**config.mk**
```make
export PLATFORM = sky130hd
export DESIGN_NAME = mpcs_path_ctrl
export DESIGN_NICKNAME = d
export VERILOG_FILES = /design/src/hw/mpcs_pkg.sv /design/src/hw/mpcs_path_ctrl.sv
export SDC_FILE = /design/constraint.sdc
export NUM_CORES = 1
export LEC_CHECK = 0
export CORE_AREA = 2 2 178 180
export DETAILED_ROUTE_END_ITERATION = 7
export DIE_AREA = 0 0 180 182
export DONT_BUFFER_PORTS = 1
export GPL_TIMING_DRIVEN = 1
export PLACE_DENSITY = 0.7
export RECOVER_POWER = 25
export REMOVE_ABC_BUFFERS = 1
export SYNTH_ARGS = -nofsm -noshare
export SYNTH_HDL_FRONTEND = slang
export SYNTH_SLANG_ARGS = --single-unit
export TNS_END_PERCENT = 50
```
**constraint.sdc**
```tcl
create_clock -name i_clk -period 17.8 [get_ports i_clk]
set_input_delay 2.67 -clock i_clk [delete_from_list [all_inputs] [get_ports i_clk]]
set_output_delay 2.67 -clock i_clk [all_outputs]
set_load 0.005 [all_outputs]
```
**src/hw/mpcs_pkg.sv**
```systemverilog
// Package: constants and carrier types of the MAC path control/status block
package mpcs_pkg;

  // ---------------------------------------------------------------
  // Framing constants
  // ---------------------------------------------------------------
  localparam int BEAT_BYTES = 8;
  localparam logic [7:0] PRE_BYTE = 8'h55;
  localparam logic [7:0] SFD_BYTE = 8'hD5;
  localparam logic [55:0] STD_PREAMBLE = 56'hD5555555555555;
  localparam logic [15:0] MIN_LEGAL_LEN = 16'h0040;
  localparam logic [3:0] FCS_BYTES = 4'h4;
  localparam logic [15:0] NOSTRIP_MAX_LEN = 16'h0008;
  localparam int MAX_LEN_W = 15;
  localparam int MIN_LEN_W = 8;
  localparam int CNT_W = 16;

  // ---------------------------------------------------------------
  // Fault sequencing constants
  // ---------------------------------------------------------------
  localparam logic [2:0] FLT_SEQ_MAX = 3'h4;
  localparam logic [7:0] FLT_COL_MAX = 8'h7F;
  localparam logic [1:0] FLT_LOCAL = 2'h1;
  localparam logic [1:0] FLT_REMOTE = 2'h2;

  // ---------------------------------------------------------------
  // Carriers
  // ---------------------------------------------------------------
  typedef struct packed {
    logic valid;
    logic sop;
    logic last;
    logic [63:0] data;
    logic [7:0] keep;
    logic fcs_bad;
    logic fcs_stomped;
  } mpcs_line_t;

  typedef struct packed {
    logic tvalid;
    logic [63:0] tdata;
    logic [7:0] tkeep;
    logic tlast;
    logic tuser;
  } mpcs_axis_t;

  typedef enum logic {TX_INIT, TX_RUN} mpcs_tx_state_t;
  typedef enum logic [1:0] {RX_IDLE, RX_PKT, RX_DROP} mpcs_rx_state_t;

endpackage

```
**src/hw/mpcs_path_ctrl.sv**
```systemverilog
// MAC/PCS transmit and receive path control and status logic
`timescale 1ns/100ps
`default_nettype none

// Notes on behaviour
// RULE1 - No FCS insertion and TX ignore-FCS high: bad-FCS packet counts good, still flagged
// RULE2 - TX local fault is high exactly while the TX machine is in init
// RULE3 - TX custom preamble mode takes preamble from the sideband input
// RULE4 - RX disable finishes current packet, then no decode, stats or stream output
// RULE5 - Check-preamble and check-SFD controls verify the received preamble and SFD
// RULE6 - Force-resync pulse resets and resynchronises the RX path
// RULE7 - FCS removal strips FCS except packets of 8 bytes or fewer
// RULE8 - RX ignore-FCS low flags FCS error on last beat; high treats good
// RULE9 - Packets reaching max length before their last beat truncate with error; under 64 bytes are bad
// RULE10 - Packets under min length flag error on end-of-packet beat
// RULE11 - Two-bit sync header error count valid only with its strobe
// RULE12 - RX local fault equals internal OR received local fault
// RULE13 - Block lock output is high while block lock is achieved
// RULE14 - Remote fault output high while remote fault condition detected
// RULE15 - Bad-FCS and stomped-FCS counts pulse one cycle, back to back allowed
// RULE16 - Truncation status pulses one cycle per cut packet
// RULE17 - Internal local fault high while test pattern or high error rate lasts
// RULE18 - Received local fault high once enough LF ordered sets arrive
// RULE19 - Error rate high output follows the high error rate condition
// RULE20 - RX custom preamble mode presents the line preamble on the sideband
// RULE21 - Local loopback input enables PCS loopback, changed only in reset; the code copies i_local_loopback to o_loopback on every enabled cycle
// RULE22 - LF processing control selects whether LF codes are processed
module mpcs_path_ctrl (
  input wire logic i_clk,
  input wire logic i_reset,
  input wire logic i_ce,
  input wire logic i_tx_sop,
  input wire logic i_tx_eop,
  input wire logic i_tx_user,
  input wire logic i_tx_fcs_bad,
  input wire logic i_tx_fcs_ins_enable,
  input wire logic i_tx_ignore_fcs,
  input wire logic i_tx_custom_preamble_enable,
  input wire logic [55:0] i_tx_preamble,
  input wire mpcs_pkg::mpcs_line_t i_rx_line,
  input wire logic [55:0] i_rx_line_preamble,
  input wire logic i_rx_enable,
  input wire logic i_rx_check_preamble,
  input wire logic i_rx_check_sfd,
  input wire logic i_rx_force_resync,
  input wire logic i_rx_delete_fcs,
  input wire logic i_rx_ignore_fcs,
  input wire logic [mpcs_pkg::MAX_LEN_W-1:0] i_rx_max_packet_len,
  input wire logic [mpcs_pkg::MIN_LEN_W-1:0] i_rx_min_packet_len,
  input wire logic i_rx_custom_preamble_enable,
  input wire logic i_rx_lock_raw,
  input wire logic i_rx_ber_high,
  input wire logic i_rx_test_pattern,
  input wire logic [1:0] i_rx_sh_err,
  input wire logic i_rx_sh_err_valid,
  input wire logic i_rx_col,
  input wire logic i_rx_os_lf,
  input wire logic i_rx_os_rf,
  input wire logic i_rx_process_lfi,
  input wire logic i_local_loopback,
  output mpcs_pkg::mpcs_axis_t o_rx_axis,
  output logic [55:0] o_tx_preamble,
  output logic o_tx_good_pkt,
  output logic o_tx_bad_fcs,
  output logic o_tx_local_fault,
  output logic [55:0] o_rx_preamble,
  output logic o_rx_good_pkt,
  output logic o_rx_small_pkt,
  output logic o_rx_bad_preamble,
  output logic o_rx_bad_sfd,
  output logic [2:0] o_rx_bad_fcs,
  output logic [2:0] o_rx_stomped_fcs,
  output logic o_rx_truncated,
  output logic [1:0] o_rx_framing_err,
  output logic o_rx_framing_err_valid,
  output logic o_rx_local_fault,
  output logic o_rx_internal_local_fault,
  output logic o_rx_received_local_fault,
  output logic o_rx_remote_fault,
  output logic o_rx_block_lock,
  output logic o_rx_error_rate_high,
  output logic o_loopback
);
  import mpcs_pkg::*;

  // ---------------------------------------------------------------
  // Helpers
  // ---------------------------------------------------------------
  function automatic logic [3:0] nbytes(input logic [7:0] keep);
    logic [3:0] n;
    n = 4'h0;
    for (int i = 0; i < BEAT_BYTES; i++) begin
      n = n + {3'h0, keep[i]};
    end
    return n;
  endfunction
  function automatic logic [7:0] keep_of(input logic [3:0] n);
    logic [8:0] m;
    m = (9'h001 << n) - 9'h001;
    return m[7:0];
  endfunction
  // ---------------------------------------------------------------
  // Transmit path
  // ---------------------------------------------------------------
  mpcs_tx_state_t tx_state_q, tx_state_d;
  // Init is left only once the receiver is locked and free of local fault
  always_comb begin
    tx_state_d = tx_state_q;
    case (tx_state_q)
      TX_INIT: if (o_rx_block_lock && !o_rx_local_fault) tx_state_d = TX_RUN;
      TX_RUN: if (!o_rx_block_lock) tx_state_d = TX_INIT;
      default: tx_state_d = TX_INIT;
    endcase
  end
  always_ff @(posedge i_clk or posedge i_reset) begin
    if (i_reset) begin
      tx_state_q <= TX_INIT;
      o_tx_local_fault <= 1'b1;
    end else if (i_ce) begin
      tx_state_q <= tx_state_d;
      o_tx_local_fault <= (tx_state_d == TX_INIT); // RULE2
    end
  end
  always_ff @(posedge i_clk or posedge i_reset) begin
    if (i_reset) begin
      o_tx_preamble <= STD_PREAMBLE;
      o_tx_good_pkt <= 1'b0;
      o_tx_bad_fcs <= 1'b0;
    end else if (i_ce) begin
      if (i_tx_sop) begin
        o_tx_preamble <= i_tx_custom_preamble_enable ? i_tx_preamble : STD_PREAMBLE; // RULE3
      end
      // With insertion on, the core's own FCS replaces any client value
      o_tx_good_pkt <= i_tx_eop && !i_tx_user &&
                       (i_tx_fcs_ins_enable || !i_tx_fcs_bad || i_tx_ignore_fcs); // RULE1
      o_tx_bad_fcs <= i_tx_eop && !i_tx_fcs_ins_enable && i_tx_fcs_bad; // RULE1
    end
  end

  // ---------------------------------------------------------------
  // Receive packet checks and truncation
  // ---------------------------------------------------------------
  mpcs_rx_state_t rx_state_q, rx_state_d;
  mpcs_axis_t p, h_q, h_d, o_d;
  logic [CNT_W-1:0] cnt_q, base, len_sum, max_len;
  logic [3:0] nb;
  logic err_q, err_d, take, cut, fin, pre_bad, sfd_bad, fcs_err, strip;
  assign nb = nbytes(i_rx_line.keep);
  assign base = i_rx_line.sop ? '0 : cnt_q;
  assign len_sum = base + {12'h000, nb};
  // Top bit of the setting is reserved and ignored
  assign max_len = {2'b00, i_rx_max_packet_len[MAX_LEN_W-2:0]};
  assign pre_bad = i_rx_check_preamble &&
                   (i_rx_line_preamble[47:0] != {6{PRE_BYTE}}); // RULE5
  assign sfd_bad = i_rx_check_sfd && (i_rx_line_preamble[55:48] != SFD_BYTE); // RULE5
  assign fcs_err = (i_rx_line.fcs_bad || i_rx_line.fcs_stomped) && !i_rx_ignore_fcs; // RULE8
  always_comb begin
    rx_state_d = rx_state_q;
    take = 1'b0;
    case (rx_state_q)
      RX_IDLE: begin
        if (i_rx_line.valid && i_rx_line.sop) begin
          take = i_rx_enable; // RULE4
          if (!i_rx_enable && !i_rx_line.last) rx_state_d = RX_DROP;
        end
      end
      RX_PKT: take = i_rx_line.valid;
      RX_DROP: if (i_rx_line.valid && i_rx_line.last) rx_state_d = RX_IDLE;
      default: rx_state_d = RX_IDLE;
    endcase
    cut = take && !i_rx_line.last && (len_sum >= max_len); // RULE9
    fin = take && i_rx_line.last;
    err_d = (i_rx_line.sop ? 1'b0 : err_q) || (i_rx_line.sop && (pre_bad || sfd_bad));
    p = '0;
    p.tvalid = take;
    p.tdata = i_rx_line.data;
    p.tkeep = i_rx_line.keep;
    p.tlast = fin;
    if (cut) begin
      p.tkeep = keep_of(4'(max_len - base)); // RULE9
      p.tlast = 1'b1;
      p.tuser = 1'b1; // RULE9
      rx_state_d = RX_DROP;
    end else if (fin) begin
      p.tuser = err_d || fcs_err || (len_sum < MIN_LEGAL_LEN) ||
                (len_sum < {8'h00, i_rx_min_packet_len}); // RULE10
      rx_state_d = RX_IDLE;
    end else if (take) begin
      rx_state_d = RX_PKT;
    end
  end

  // ---------------------------------------------------------------
  // FCS strip through a one-beat holding stage
  // ---------------------------------------------------------------
  // The hold lets a short last beat shorten the beat before it
  assign strip = fin && i_rx_delete_fcs && (len_sum > NOSTRIP_MAX_LEN); // RULE7
  always_comb begin
    o_d = '0;
    h_d = h_q;
    if (p.tvalid) begin
      o_d = h_q;
      h_d = p;
      if (strip && nb <= FCS_BYTES) begin
        o_d.tkeep = h_q.tkeep >> (FCS_BYTES - nb); // RULE7
        o_d.tlast = 1'b1;
        o_d.tuser = p.tuser;
        h_d = '0;
      end else if (strip) begin
        h_d.tkeep = p.tkeep >> FCS_BYTES; // RULE7
      end
    end else if (h_q.tvalid && h_q.tlast) begin
      o_d = h_q;
      h_d = '0;
    end
  end
  always_ff @(posedge i_clk or posedge i_reset) begin
    if (i_reset) begin
      rx_state_q <= RX_IDLE;
      cnt_q <= '0;
      err_q <= 1'b0;
      h_q <= '0;
      o_rx_axis <= '0;
    end else if (i_ce) begin
      // Resync empties the path at once; the next sop restarts length and error tracking
      rx_state_q <= i_rx_force_resync ? RX_IDLE : rx_state_d; // RULE6
      if (take && !i_rx_force_resync) begin
        cnt_q <= len_sum;
        err_q <= err_d;
      end
      h_q <= i_rx_force_resync ? '0 : h_d; // RULE6
      o_rx_axis <= i_rx_force_resync ? '0 : o_d; // RULE6
    end
  end

  // ---------------------------------------------------------------
  // Receive statistics
  // ---------------------------------------------------------------
  always_ff @(posedge i_clk or posedge i_reset) begin
    if (i_reset) begin
      o_rx_preamble <= '0;
      o_rx_good_pkt <= 1'b0;
      o_rx_small_pkt <= 1'b0;
      o_rx_bad_preamble <= 1'b0;
      o_rx_bad_sfd <= 1'b0;
      o_rx_bad_fcs <= 3'h0;
      o_rx_stomped_fcs <= 3'h0;
      o_rx_truncated <= 1'b0;
    end else if (i_ce) begin
      if (take && i_rx_line.sop) begin
        o_rx_preamble <= i_rx_custom_preamble_enable ? i_rx_line_preamble : '0; // RULE20
      end
      o_rx_bad_preamble <= take && i_rx_line.sop && pre_bad; // RULE5
      o_rx_bad_sfd <= take && i_rx_line.sop && sfd_bad; // RULE5
      o_rx_good_pkt <= fin && !p.tuser; // RULE8
      o_rx_small_pkt <= fin && (len_sum < MIN_LEGAL_LEN); // RULE9
      o_rx_bad_fcs <= {2'b00, fin && i_rx_line.fcs_bad && !i_rx_line.fcs_stomped}; // RULE15
      o_rx_stomped_fcs <= {2'b00, fin && i_rx_line.fcs_stomped}; // RULE15
      o_rx_truncated <= cut; // RULE16
    end
  end

  // ---------------------------------------------------------------
  // Link status and fault sequencing
  // ---------------------------------------------------------------
  logic [1:0] os_type_q, os_type_d, flt_q, flt_d;
  logic [2:0] seq_q, seq_d;
  logic [7:0] col_q, col_d;
  logic lf_seen, int_lf_d;
  // LF sets are dropped entirely when processing is off
  assign lf_seen = i_rx_os_lf && i_rx_process_lfi; // RULE22
  assign int_lf_d = i_rx_test_pattern || i_rx_ber_high; // RULE17
  always_comb begin
    os_type_d = os_type_q;
    seq_d = seq_q;
    col_d = col_q;
    flt_d = flt_q;
    if (i_rx_col) begin
      if (lf_seen || i_rx_os_rf) begin
        os_type_d = i_rx_os_rf ? FLT_REMOTE : FLT_LOCAL;
        col_d = 8'h00;
        if (os_type_d != os_type_q) begin
          seq_d = 3'h1;
        end else if (seq_q < FLT_SEQ_MAX) begin
          seq_d = seq_q + 3'h1;
        end
        if (seq_d == FLT_SEQ_MAX) flt_d = os_type_d; // RULE18
      end else if (col_q == FLT_COL_MAX) begin
        seq_d = 3'h0;
        os_type_d = 2'h0;
        flt_d = 2'h0;
        col_d = 8'h00;
      end else begin
        col_d = col_q + 8'h01;
      end
    end
  end
  always_ff @(posedge i_clk or posedge i_reset) begin
    if (i_reset) begin
      os_type_q <= 2'h0;
      seq_q <= 3'h0;
      col_q <= 8'h00;
      flt_q <= 2'h0;
      o_rx_received_local_fault <= 1'b0;
      o_rx_remote_fault <= 1'b0;
      o_rx_internal_local_fault <= 1'b0;
      o_rx_local_fault <= 1'b0;
    end else if (i_ce) begin
      os_type_q <= os_type_d;
      seq_q <= seq_d;
      col_q <= col_d;
      flt_q <= flt_d;
      o_rx_received_local_fault <= (flt_d == FLT_LOCAL); // RULE18
      o_rx_remote_fault <= (flt_d == FLT_REMOTE); // RULE14
      o_rx_internal_local_fault <= int_lf_d; // RULE17
      o_rx_local_fault <= int_lf_d || (flt_d == FLT_LOCAL); // RULE12
    end
  end
  always_ff @(posedge i_clk or posedge i_reset) begin
    if (i_reset) begin
      o_rx_block_lock <= 1'b0;
      o_rx_error_rate_high <= 1'b0;
      o_rx_framing_err <= 2'h0;
      o_rx_framing_err_valid <= 1'b0;
      o_loopback <= 1'b0;
    end else if (i_ce) begin
      // Lock is dropped for the resync cycle so it is re-acquired
      o_rx_block_lock <= i_rx_lock_raw && !i_rx_force_resync; // RULE13
      o_rx_error_rate_high <= i_rx_ber_high; // RULE19
      o_rx_framing_err <= i_rx_sh_err_valid ? i_rx_sh_err : 2'h0; // RULE11
      o_rx_framing_err_valid <= i_rx_sh_err_valid; // RULE11
      o_loopback <= i_local_loopback; // RULE21
    end
  end
endmodule
`default_nettype wire

```
# Word-level counts from Yosys, hierarchy flattened

Cells that the tools add are included.

Register bits after elaboration: 317
Latch bits: 0
Memory bits (writable): 0
Memory bits (read-only): 0
Input port bits: 240
Output and inout bits: 211
Word-level logic and storage cells: 183
Memories kept: 0

Add/sub/neg operators: 13
$mul: 0
Divide/modulo/power cells: 0
$lt $le $gt $ge: 6
Equal/unequal tests: 13
Shifts and indexed selects: 2
Multiplexer cells: 47
Bitwise logic cells: 2
Reduce and logical (&&, ||, !) cells: 61

Operator list:

| cell                                                     | count |
|---|---|
| 2-to-1 mux 75 bit                                        | 6 |
| 2-to-1 mux 56 bit                                        | 2 |
| 2-to-1 mux 65 bit                                        | 1 |
| inequality test 48 x 47 -> 1 bit (second input constant) | 1 |
| 2-to-1 mux 2 bit                                         | 16 |
| 2-to-1 mux 8 bit                                         | 4 |
| logical AND 1 bit                                        | 30 |
| 2-to-1 mux 3 bit                                         | 6 |
| inequality test 6 bit (second input constant)            | 3 |
| adder 16 x 4 -> 16 bit                                   | 1 |
| adder 4 x 1 -> 4 bit                                     | 4 |
| >= comparator 16 x 14 -> 1 bit                           | 1 |
| > comparator 16 x 4 -> 1 bit (second input constant)     | 1 |
| < comparator 16 x 7 -> 1 bit (second input constant)     | 1 |
| < comparator 16 x 8 -> 1 bit                             | 1 |
| 2-to-1 mux 16 bit                                        | 1 |
| logical OR 1 bit                                         | 11 |
| zero test 1 bit                                          | 10 |
| 2-to-1 mux 10 bit                                        | 1 |
| AND reduction 2 bit                                      | 5 |
| 2-to-1 mux 9 bit                                         | 1 |
| adder 8 x 1 -> 8 bit (second input constant)             | 1 |
| == test 8 x 7 -> 1 bit (second input constant)           | 1 |
| inequality test 8 bit (second input constant)            | 1 |
| other kinds (25)                                         | 34 |

# Depth between registers and ports, before layout

Gate-level depths: netlist of run 1.

Word-level depth: 16
Depth in mapped cells: 26
Mapped depth without buffers: 26

# Least setup slack after synthesis of run 1

Ideal clock, no wire load.

Kind: input port to flip-flop
Start: input port i_rx_line[2] in the netlist's numbering
End: register h_q[5] in the netlist's numbering
Setup time: 0.127 ns
Arrival time: 8.401 ns
Required time: 17.673 ns
Slack: 9.272 ns
Cell stages on the path: 26
Buffers on the path: 0
Cells stage by stage: fa_1 > inv_1 > fa_1 > fa_1 > inv_1 > ha_1 > fa_1 > xnor2_4 > inv_2 > ha_1 > a21oi_1 > nor2b_1 > a311o_1 > nand2_1 > xor2_1 > nor2_1 > ha_1 > a21o_1 > a21o_1 > a221o_1 > a31oi_1 > o32ai_1 > a211oi_1 > nor2_1 > nor3b_1 > o41ai_1

Cells in the longest elaborated chain, start to end: 15
Elaborated cells on any way between the ends: 19
Classes of those cells: add/sub: 8; order compare: 3; mux: 5; reduce/logical: 3

Ends and longest elaborated chain:

| what                                  | line                  | text |
|---|---|---|
| from (decl)                           | mpcs_path_ctrl.sv:40  | `input wire mpcs_pkg::mpcs_line_t i_rx_line,` |
| adder 1 x 1 -> 2 bit (*)              | mpcs_path_ctrl.sv:93  | `n = n + {3'h0, keep[i]};` |
| adder 2 x 1 -> 3 bit (*)              | mpcs_path_ctrl.sv:93  |  |
| adder 3 x 1 -> 4 bit (*)              | mpcs_path_ctrl.sv:93  |  |
| adder 4 x 1 -> 4 bit (*) (4 in a row) | mpcs_path_ctrl.sv:93  |  |
| adder 16 x 4 -> 16 bit (*)            | mpcs_path_ctrl.sv:150 | `assign len_sum = base + {12'h000, nb};` |
| via len_sum[5]                        | mpcs_path_ctrl.sv:145 | `logic [CNT_W-1:0] cnt_q, base, len_sum, max_len;` |
| >= comparator 16 x 14 -> 1 bit        | mpcs_path_ctrl.sv:171 | `cut = take && !i_rx_line.last && (len_sum >= max_len);` |
| logical AND 1 bit                     | mpcs_path_ctrl.sv:171 |  |
| 2-to-1 mux 9 bit                      | mpcs_path_ctrl.sv:179 | `if (cut) begin` |
| 2-to-1 mux 8 bit                      | mpcs_path_ctrl.sv:209 | `end else if (strip) begin` |
| 2-to-1 mux 8 bit (*)                  | mpcs_path_ctrl.sv:204 | `if (strip && nb <= FCS_BYTES) begin` |
| 2-to-1 mux 75 bit (*)                 | mpcs_path_ctrl.sv:201 | `if (p.tvalid) begin` |
| 2-to-1 mux 75 bit (*)                 | mpcs_path_ctrl.sv:231 | `h_q <= i_rx_force_resync ? '0 : h_d;` |
| to (signal assigned)                  | mpcs_path_ctrl.sv:231 |  |
| to (decl)                             | mpcs_path_ctrl.sv:144 | `mpcs_axis_t p, h_q, h_d, o_d;` |

The timed path passes the listed nets; every way through them passes the cells marked *.
A chain may end at the register's enable or synchronous reset.

# Worst setup path in the final report of run 1

Start: input port i_rx_line[2] in the netlist's numbering
End: register o_rx_good_pkt

Cells in the longest elaborated chain, start to end: 15
Elaborated cells on any way between the ends: 18
Classes of those cells: add/sub: 8; order compare: 3; mux: 2; reduce/logical: 5

Ends and longest elaborated chain:

| what                                  | line                  | text |
|---|---|---|
| adder 1 x 1 -> 2 bit (*)              | mpcs_path_ctrl.sv:93  |  |
| adder 2 x 1 -> 3 bit (*)              | mpcs_path_ctrl.sv:93  |  |
| adder 3 x 1 -> 4 bit (*)              | mpcs_path_ctrl.sv:93  |  |
| adder 4 x 1 -> 4 bit (*) (4 in a row) | mpcs_path_ctrl.sv:93  |  |
| adder 16 x 4 -> 16 bit (*)            | mpcs_path_ctrl.sv:150 |  |
| via len_sum[7]                        | mpcs_path_ctrl.sv:145 |  |
| < comparator 16 x 7 -> 1 bit          | mpcs_path_ctrl.sv:185 | `p.tuser = err_d \|\| fcs_err \|\| (len_sum < MIN_LEGAL_LEN) \|\|` |
| logical OR 1 bit (2 in a row)         | mpcs_path_ctrl.sv:185 |  |
| 2-to-1 mux 1 bit                      | mpcs_path_ctrl.sv:184 | `end else if (fin) begin` |
| 2-to-1 mux 1 bit (*)                  | mpcs_path_ctrl.sv:179 |  |
| zero test 1 bit (*)                   | mpcs_path_ctrl.sv:255 | `o_rx_good_pkt <= fin && !p.tuser;` |
| logical AND 1 bit (*)                 | mpcs_path_ctrl.sv:255 |  |
| to (signal assigned)                  | mpcs_path_ctrl.sv:255 |  |
| to (decl)                             | mpcs_path_ctrl.sv:67  | `output logic o_rx_good_pkt,` |

Marked as above.

==> results.cfg, run 1 <==
[outcome]
status = finished with violations
violations = capacitance limit, slew limit

[route]
viasPerCell = 6.042
num_vias = 11050
drt-pass1-iter-count = 5
drt-initial-drc-count = 1036
postRouteAntennaNets = 0
wire_per_inst_microns = 22.50
drc = 0
drt_wl_total_microns = 41150

[sta]
maxSlewHeadroom_pct = -296.1
setup_viol = 0
finalMaxSlewViolations = 307
timing.final.ws_setup_ns = 8.706
rsz0062_at_grt = false
tightest_slew_ns = 5.909
fin_setup_tns_ns = 0
fmax_mhz = 110.0
hold_ws_ns = 0.4881
finalCriticalPeriod_ns = 9.094
post-route-period-util_pct = 51.09
finClkSkew_ns = 0.01708
hold_violations = 0

[floorplanning]
die_area_sq_um = 32760
start_util_pct = 47.37
dieHeight_microns = 182
ios = 451
die_w_microns = 180
core-area_sq_um = 30990
row_count = 65

[synth]
synthXorXnorAreaFrac_pct = 1.492
synth_seq_area_share_pct = 54.31
ys_seq_elements = 317
ys_warn_count = 0
avgSynthCellArea_sq_um = 10.16
syn-instance-count = 1445
netlist_area_sq_um = 14680
synth_adder_area_share_pct = 3.802
muxShareOfSynthArea_pct = 1.799
synth_edf_count = 0
synth_top_family_by_area = compound AO/OA/AOI/OAI gates
synth-simple-area-share_pct = 15.32
synth_async_sr_flop_share_pct = 100.0
synth_compound_area_share_pct = 18.25
synth_cell_type_count = 77
ys.flop_type = dfrtp_1

[clocking]
cts.path.max_buffers = 3
path_clk_slew_ns = 0.06
ctsHoldBuffers = 0
clockRootBuffer = clkbuf_16
post_cts_buffers = 0
cts_buffers = 35
cts_tree = yes
clk-insertion-delay-late_ns = 0.51
cts_resized = 0
clock-sinks = 317
ctsHtreeMaxLevel = 2

[critical_path]
reg2reg_from = cnt_q[0]
crit_start = i_rx_line[2]
start_kind = input port
path_class = input port to flop
critical_path_required_ns = 18.22
worstPathArrival_ns = 9.51
path_max_fanout = 6
endpoint_kind = flop

[placement]
hpwl_microns = 28800
io_buffers = 0
place_ws_ns = 8.219
place.gp.congestion = 0.9110

[global_routing]
track_usage_pct = 24.37
antenna_found_initial = 0
grt_max_degree = 185
grt_pass1_wl_microns = 63510
overflow = 0
grt_pass1_vias = 10793

[layout]
syn_to_final_growth_pct = 8.841
layout_common_cells = 287 x dfrtp_1, 259 x nand2_1, 133 x a22o_1, 100 x o21ai_0, 83 x inv_1
final_common_cell = dfrtp_1
antenna_cells = 0
nets = 1683
drive_gt1_share_pct = 8.339

[power_and_ir_drop]
p_per_area_nw_per_um2 = 115.3
p_leak_nw = 7.637
max-vdd-ir-drop_mv = 0.08452

[min_path]
hold_class = flop to flop
min_from = cnt_q[0]

[run]
max-cap-violations = 3
[kinds of logic (layout without fill, tap and decap cells)]
family / after synthesis / count (layout)
adder cells (fa/ha/maj): 41 / 41
AND/OR/NAND/NOR: 492 / 492
XOR/XNOR: 22 / 22
multiplexers: 24 / 24
flip-flops: 317 / 317
buffers and inverters: 176 / 155
AO/OA/AOI/OAI: 372 / 372
other: 1 / 4
[cell usage after synthesis, drive strengths merged (14+ instances only)]
cell      n  area [sq um]
inv      85         319.1
mux2i    14         140.1
a31oi    37         231.5
buf      19         145.1
nand2b   19         126.4
a21oi    31         155.2
nor2     73         274.0
o21ai   100         500.5
nand3    50         255.3
ha       35         437.9
nand2   260         975.9
nor3     15         80.08
nor2b    15         93.84
clkbuf   72         270.3
xnor2    15         157.7
dfrtp   287          7182
a22o    133          1165
dfstp    30         788.3
[cell type report]
class                   instances  area, sq um
well taps                     402        503.0
clock inverters                 9        70.07
flip-flops and latches        317         7970
inverters                      85        320.3
fillers                      2782        15010
repair buffers                  8        65.06
multi-input cells             955         6011
clock buffers                  53         1035
[power by group]
part / internal (mW) / switching, mW
registers: 0.793 / 0.0635
clock network: 0.404 / 0.289
logic: 0.111 / 0.181
[flip-flops by register name (all words and copies together), names as in the netlist, 2 cells and up]
signal,count
rx_state_q,2
seq_q,3
col_q,8
flt_q,2
h_q,75
cnt_q,16
o_rx_framing_err,2
os_type_q,2
o_rx_preamble,56
o_tx_preamble,56
o_rx_axis,75
[metrics by stage]
stage / instances / power [mW] / utilization, % / cell area [sq um]
2_1_floorplan: 1357 / 1.068 / - / 14270
3_3_place_gp: 1767 / 1.147 / 48.03 / 14880
3_5_place_dp: 1767 / 1.159 / 48.03 / 14880
4_1_cts: 1829 / 1.861 / 51.60 / 15990
5_1_grt: 1829 / 1.939 / 51.55 / 15970
6_report: 1829 / 1.841 / 51.55 / 15970
[worst max-delay path, cell delays in order]
cell,delay [ns]
fa_1,0.52
inv_1,0.05
fa_1,0.45
fa_1,0.49
inv_1,0.04
ha_1,0.19
fa_1,0.45
xnor2_4,0.29
inv_2,0.13
ha_1,0.35
a21oi_1,0.22
nor2b_1,0.09
a311oi_1,0.63
o21ai_0,0.16
a21oi_1,0.31
ha_1,0.30
and4_1,0.17
a221o_1,0.35
a31oi_1,0.16
o32ai_1,0.15
a211oi_1,0.60
nor2_1,0.31
a21oi_1,0.28
a22o_1,0.16
[per-layer routing]
metal  global-route usage [%]  part of all wire (%)
met5                        0                     0
met3                    6.298                   7.8
met2                    39.49                    48
met4                    11.58                   5.2
met1                    30.66                    39
[final timing paths]
kind                            cells after the start            end  slack, ns
max in group asynchronous                           1         h_q[4]      11.29
worst max register to register                     18  o_rx_good_pkt      12.85
min in group asynchronous                           1      cnt_q[12]       3.86
worst min register to register                      2       cnt_q[0]       0.49
worst min-delay path                                2       cnt_q[0]       0.49
worst max-delay path                               24  o_rx_good_pkt       8.71
Note: power is estimated with default switching activity, not from simulation.
==> run 2, diff against run 1 <==
--- a/config.mk
+++ b/config.mk
@@ -5,12 +5,13 @@
 export SDC_FILE = /design/constraint.sdc
 export NUM_CORES = 1
 export LEC_CHECK = 0
-export CORE_AREA = 2 2 178 180
+export ABC_AREA = 1
+export CORE_AREA = 2 2 176 178
 export DETAILED_ROUTE_END_ITERATION = 7
-export DIE_AREA = 0 0 180 182
+export DIE_AREA = 0 0 178 180
 export DONT_BUFFER_PORTS = 1
 export GPL_TIMING_DRIVEN = 1
-export PLACE_DENSITY = 0.7
+export PLACE_DENSITY = 0.73
 export RECOVER_POWER = 25
 export REMOVE_ABC_BUFFERS = 1
 export SYNTH_ARGS = -nofsm -noshare
==> constraint.sdc (replaced) <==
create_clock -name i_clk -period 8.9 [get_ports i_clk]
set_input_delay 1.335 -clock i_clk [delete_from_list [all_inputs] [get_ports i_clk]]
set_output_delay 1.335 -clock i_clk [all_outputs]
set_load 0.005 [all_outputs]
==> results.cfg, run 2 <==
[outcome]
status = finished with violations
violations = capacitance limit, slew limit

[clocking]
path_clk_slew_ns = 0.06
ctsHoldBuffers = 0
cts_buffers = 35
clk-insertion-delay-late_ns = 0.51
cts_tree = yes
clockRootBuffer = clkbuf_16
cts.path.max_buffers = 3
ctsHtreeMaxLevel = 2
cts_resized = 0
post_cts_buffers = 0
clock-sinks = 317

[route]
drt-initial-drc-count = 748
postRouteAntennaNets = 0
drt-pass1-iter-count = 7
drc = 0
drt_wl_total_microns = 38990
viasPerCell = 5.401
num_vias = 11899
wire_per_inst_microns = 17.70

[sta]
post-route-period-util_pct = 71.46
hold_violations = 0
tightest_slew_ns = 4.260
setup_viol = 0
rsz0062_at_grt = false
fmax_mhz = 157.2
timing.final.ws_setup_ns = 2.540
maxSlewHeadroom_pct = -185.6
finalMaxSlewViolations = 296
finClkSkew_ns = 0.01013
finalCriticalPeriod_ns = 6.360
hold_ws_ns = 0.4921

[synth]
avgSynthCellArea_sq_um = 8.251
ys.flop_type = dfrtp_1
synth.most_common_cell = nand2_1
synth_seq_area_share_pct = 53.16
synth_async_sr_flop_share_pct = 100.0
synth_cell_type_count = 49
yosysTopAreaCell = dfrtp_1
ys_seq_elements = 317
syn-instance-count = 1817
synth_top_area_share_pct = 47.91
synth_edf_count = 0
synth_area_leaders = dfrtp_1 48%, nand2_1 14%, o21ai_0 8.3%, dfstp_2 5.3%, inv_1 5.2%
netlist_area_sq_um = 14990
ys_warn_count = 0
synth_common_cells = 556 x nand2_1, 287 x dfrtp_1, 248 x o21ai_0

[critical_path]
path_max_fanout = 13
worst-path-buf-inv = 3
worstPathArrival_ns = 6.70
max_stage_delay_ns = 0.52
critical_path_required_ns = 9.24
endpoint_kind = flop
start_kind = input port
path_class = input port to flop
crit_path_top_delay_cell = fa_1
path_common_cell = nand2_1
cpLargestDelayFamily = adder cells

[global_routing]
antenna_found_initial = 0
grt_max_degree = 113
track_usage_pct = 24.01
overflow = 0
grt_pass1_vias = 11666
grt_pass1_wl_microns = 61690

[power_and_ir_drop]
total_power_mw = 3.849
p_leak_nw = 8.053
p_per_area_nw_per_um2 = 235.2
max-vdd-ir-drop_mv = 0.1621

[floorplanning]
start_util_pct = 49.66
dieHeight_microns = 180
die_area_sq_um = 32040
ios = 451
row_count = 64
die_w_microns = 178
core-area_sq_um = 30190

[run]
max-cap-violations = 3

[layout]
syn_to_final_growth_pct = 9.180
stdcell_count = 2203
reg_top3 = h_q (75), o_rx_axis (75)
nets = 2063
drive_gt1_share_pct = 7.803
antenna_cells = 0
utilization_pct = 54.22
layout_common_cells = 556 x nand2_1, 287 x dfrtp_1, 247 x o21ai_0, 203 x inv_1, 109 x nand3_1
final_common_cell = nand2_1

[placement]
place_ws_ns = 2.029
place.gp.congestion = 0.9260
hpwl_microns = 27320
io_buffers = 0
dp.cells = 2141

[min_path]
hold_class = flop to flop
run 2: cell types whose count changed after synthesis, moves of 14 or more:
cell	before	now
nand2_1	260	556
o21ai_0	100	248
a22o_1	133	0
inv_1	84	206
nand3_1	49	109
a31oi_1	37	4
nand2b_1	18	0
nand2_2	0	15
nor2_1	73	88
nor2b_1	15	0
mux2i_1	14	0
run 2: path summary, 6_finish.rpt:
kind / start / to / slack, ns / cells after the start
setup / recovery: i_rx_line[2] / h_q[0] / 2.54 / 30
hold / removal: err_q / err_q / 0.49 / 2
setup reg to reg: cnt_q[1] / h_q[5] / 5.08 / 25
hold reg to reg: err_q / err_q / 0.49 / 2
max in group asynchronous: i_reset / h_q[58] / 4.44 / 2
min in group asynchronous: i_reset / o_tx_preamble[45] / 2.00 / 1
run 2: cell families after synthesis:
group / after synthesis / synth area share [%]
XOR/XNOR: 15 / 0.9264
other: 1 / 0.02501
AO/OA/AOI/OAI: 316 / 10.92
adder cells (fa/ha/maj): 41 / 3.722
flip-flops: 317 / 53.16
buffers and inverters: 299 / 7.945
AND/OR/NAND/NOR: 828 / 23.29
run 2: per-stage QoR:
stage | instance area, sq um | setup TNS [ns]
global placement | 15210 | 0
floorplan | 14620 | -331.93
global route | 16370 | 0
detailed placement | 15210 | 0
finish | 16370 | 0
CTS | 16380 | 0
run 2: power breakdown:
group	internal, mW	switching (mW)
sequential	1.61	0.118
combinational	0.224	0.424
clock	0.898	0.579
run 2: routing by layer:
metal  vias to the layer above  wire, microns  global-route usage (%)  share of wire [%]
li1                       5685              -                       -                  -
met1                      5618          15450                   29.98                 40
met2                       483          18410                   39.19                 47
met3                       113           3260                   5.901                8.4
met4                         0           1872                   11.08                4.8
met5                         -              0                       0                  0
run 2: worst min-delay path: cells and delay by family (launching register included):
kind	cells	cell delay (ns)
and+or+nand+nor	2	0.12
DFF	1	0.35
run 2: area by class of cell:
type / instances / area, sq um
fillers: 2744 / 13820
flip-flops and latches: 317 / 7970
multi-input cells: 1204 / 5858
clock buffers: 50 / 994.7
inverters: 215 / 814.5
well taps: 396 / 495.5
clock inverters: 12 / 175.2
repair buffers: 9 / 60.06
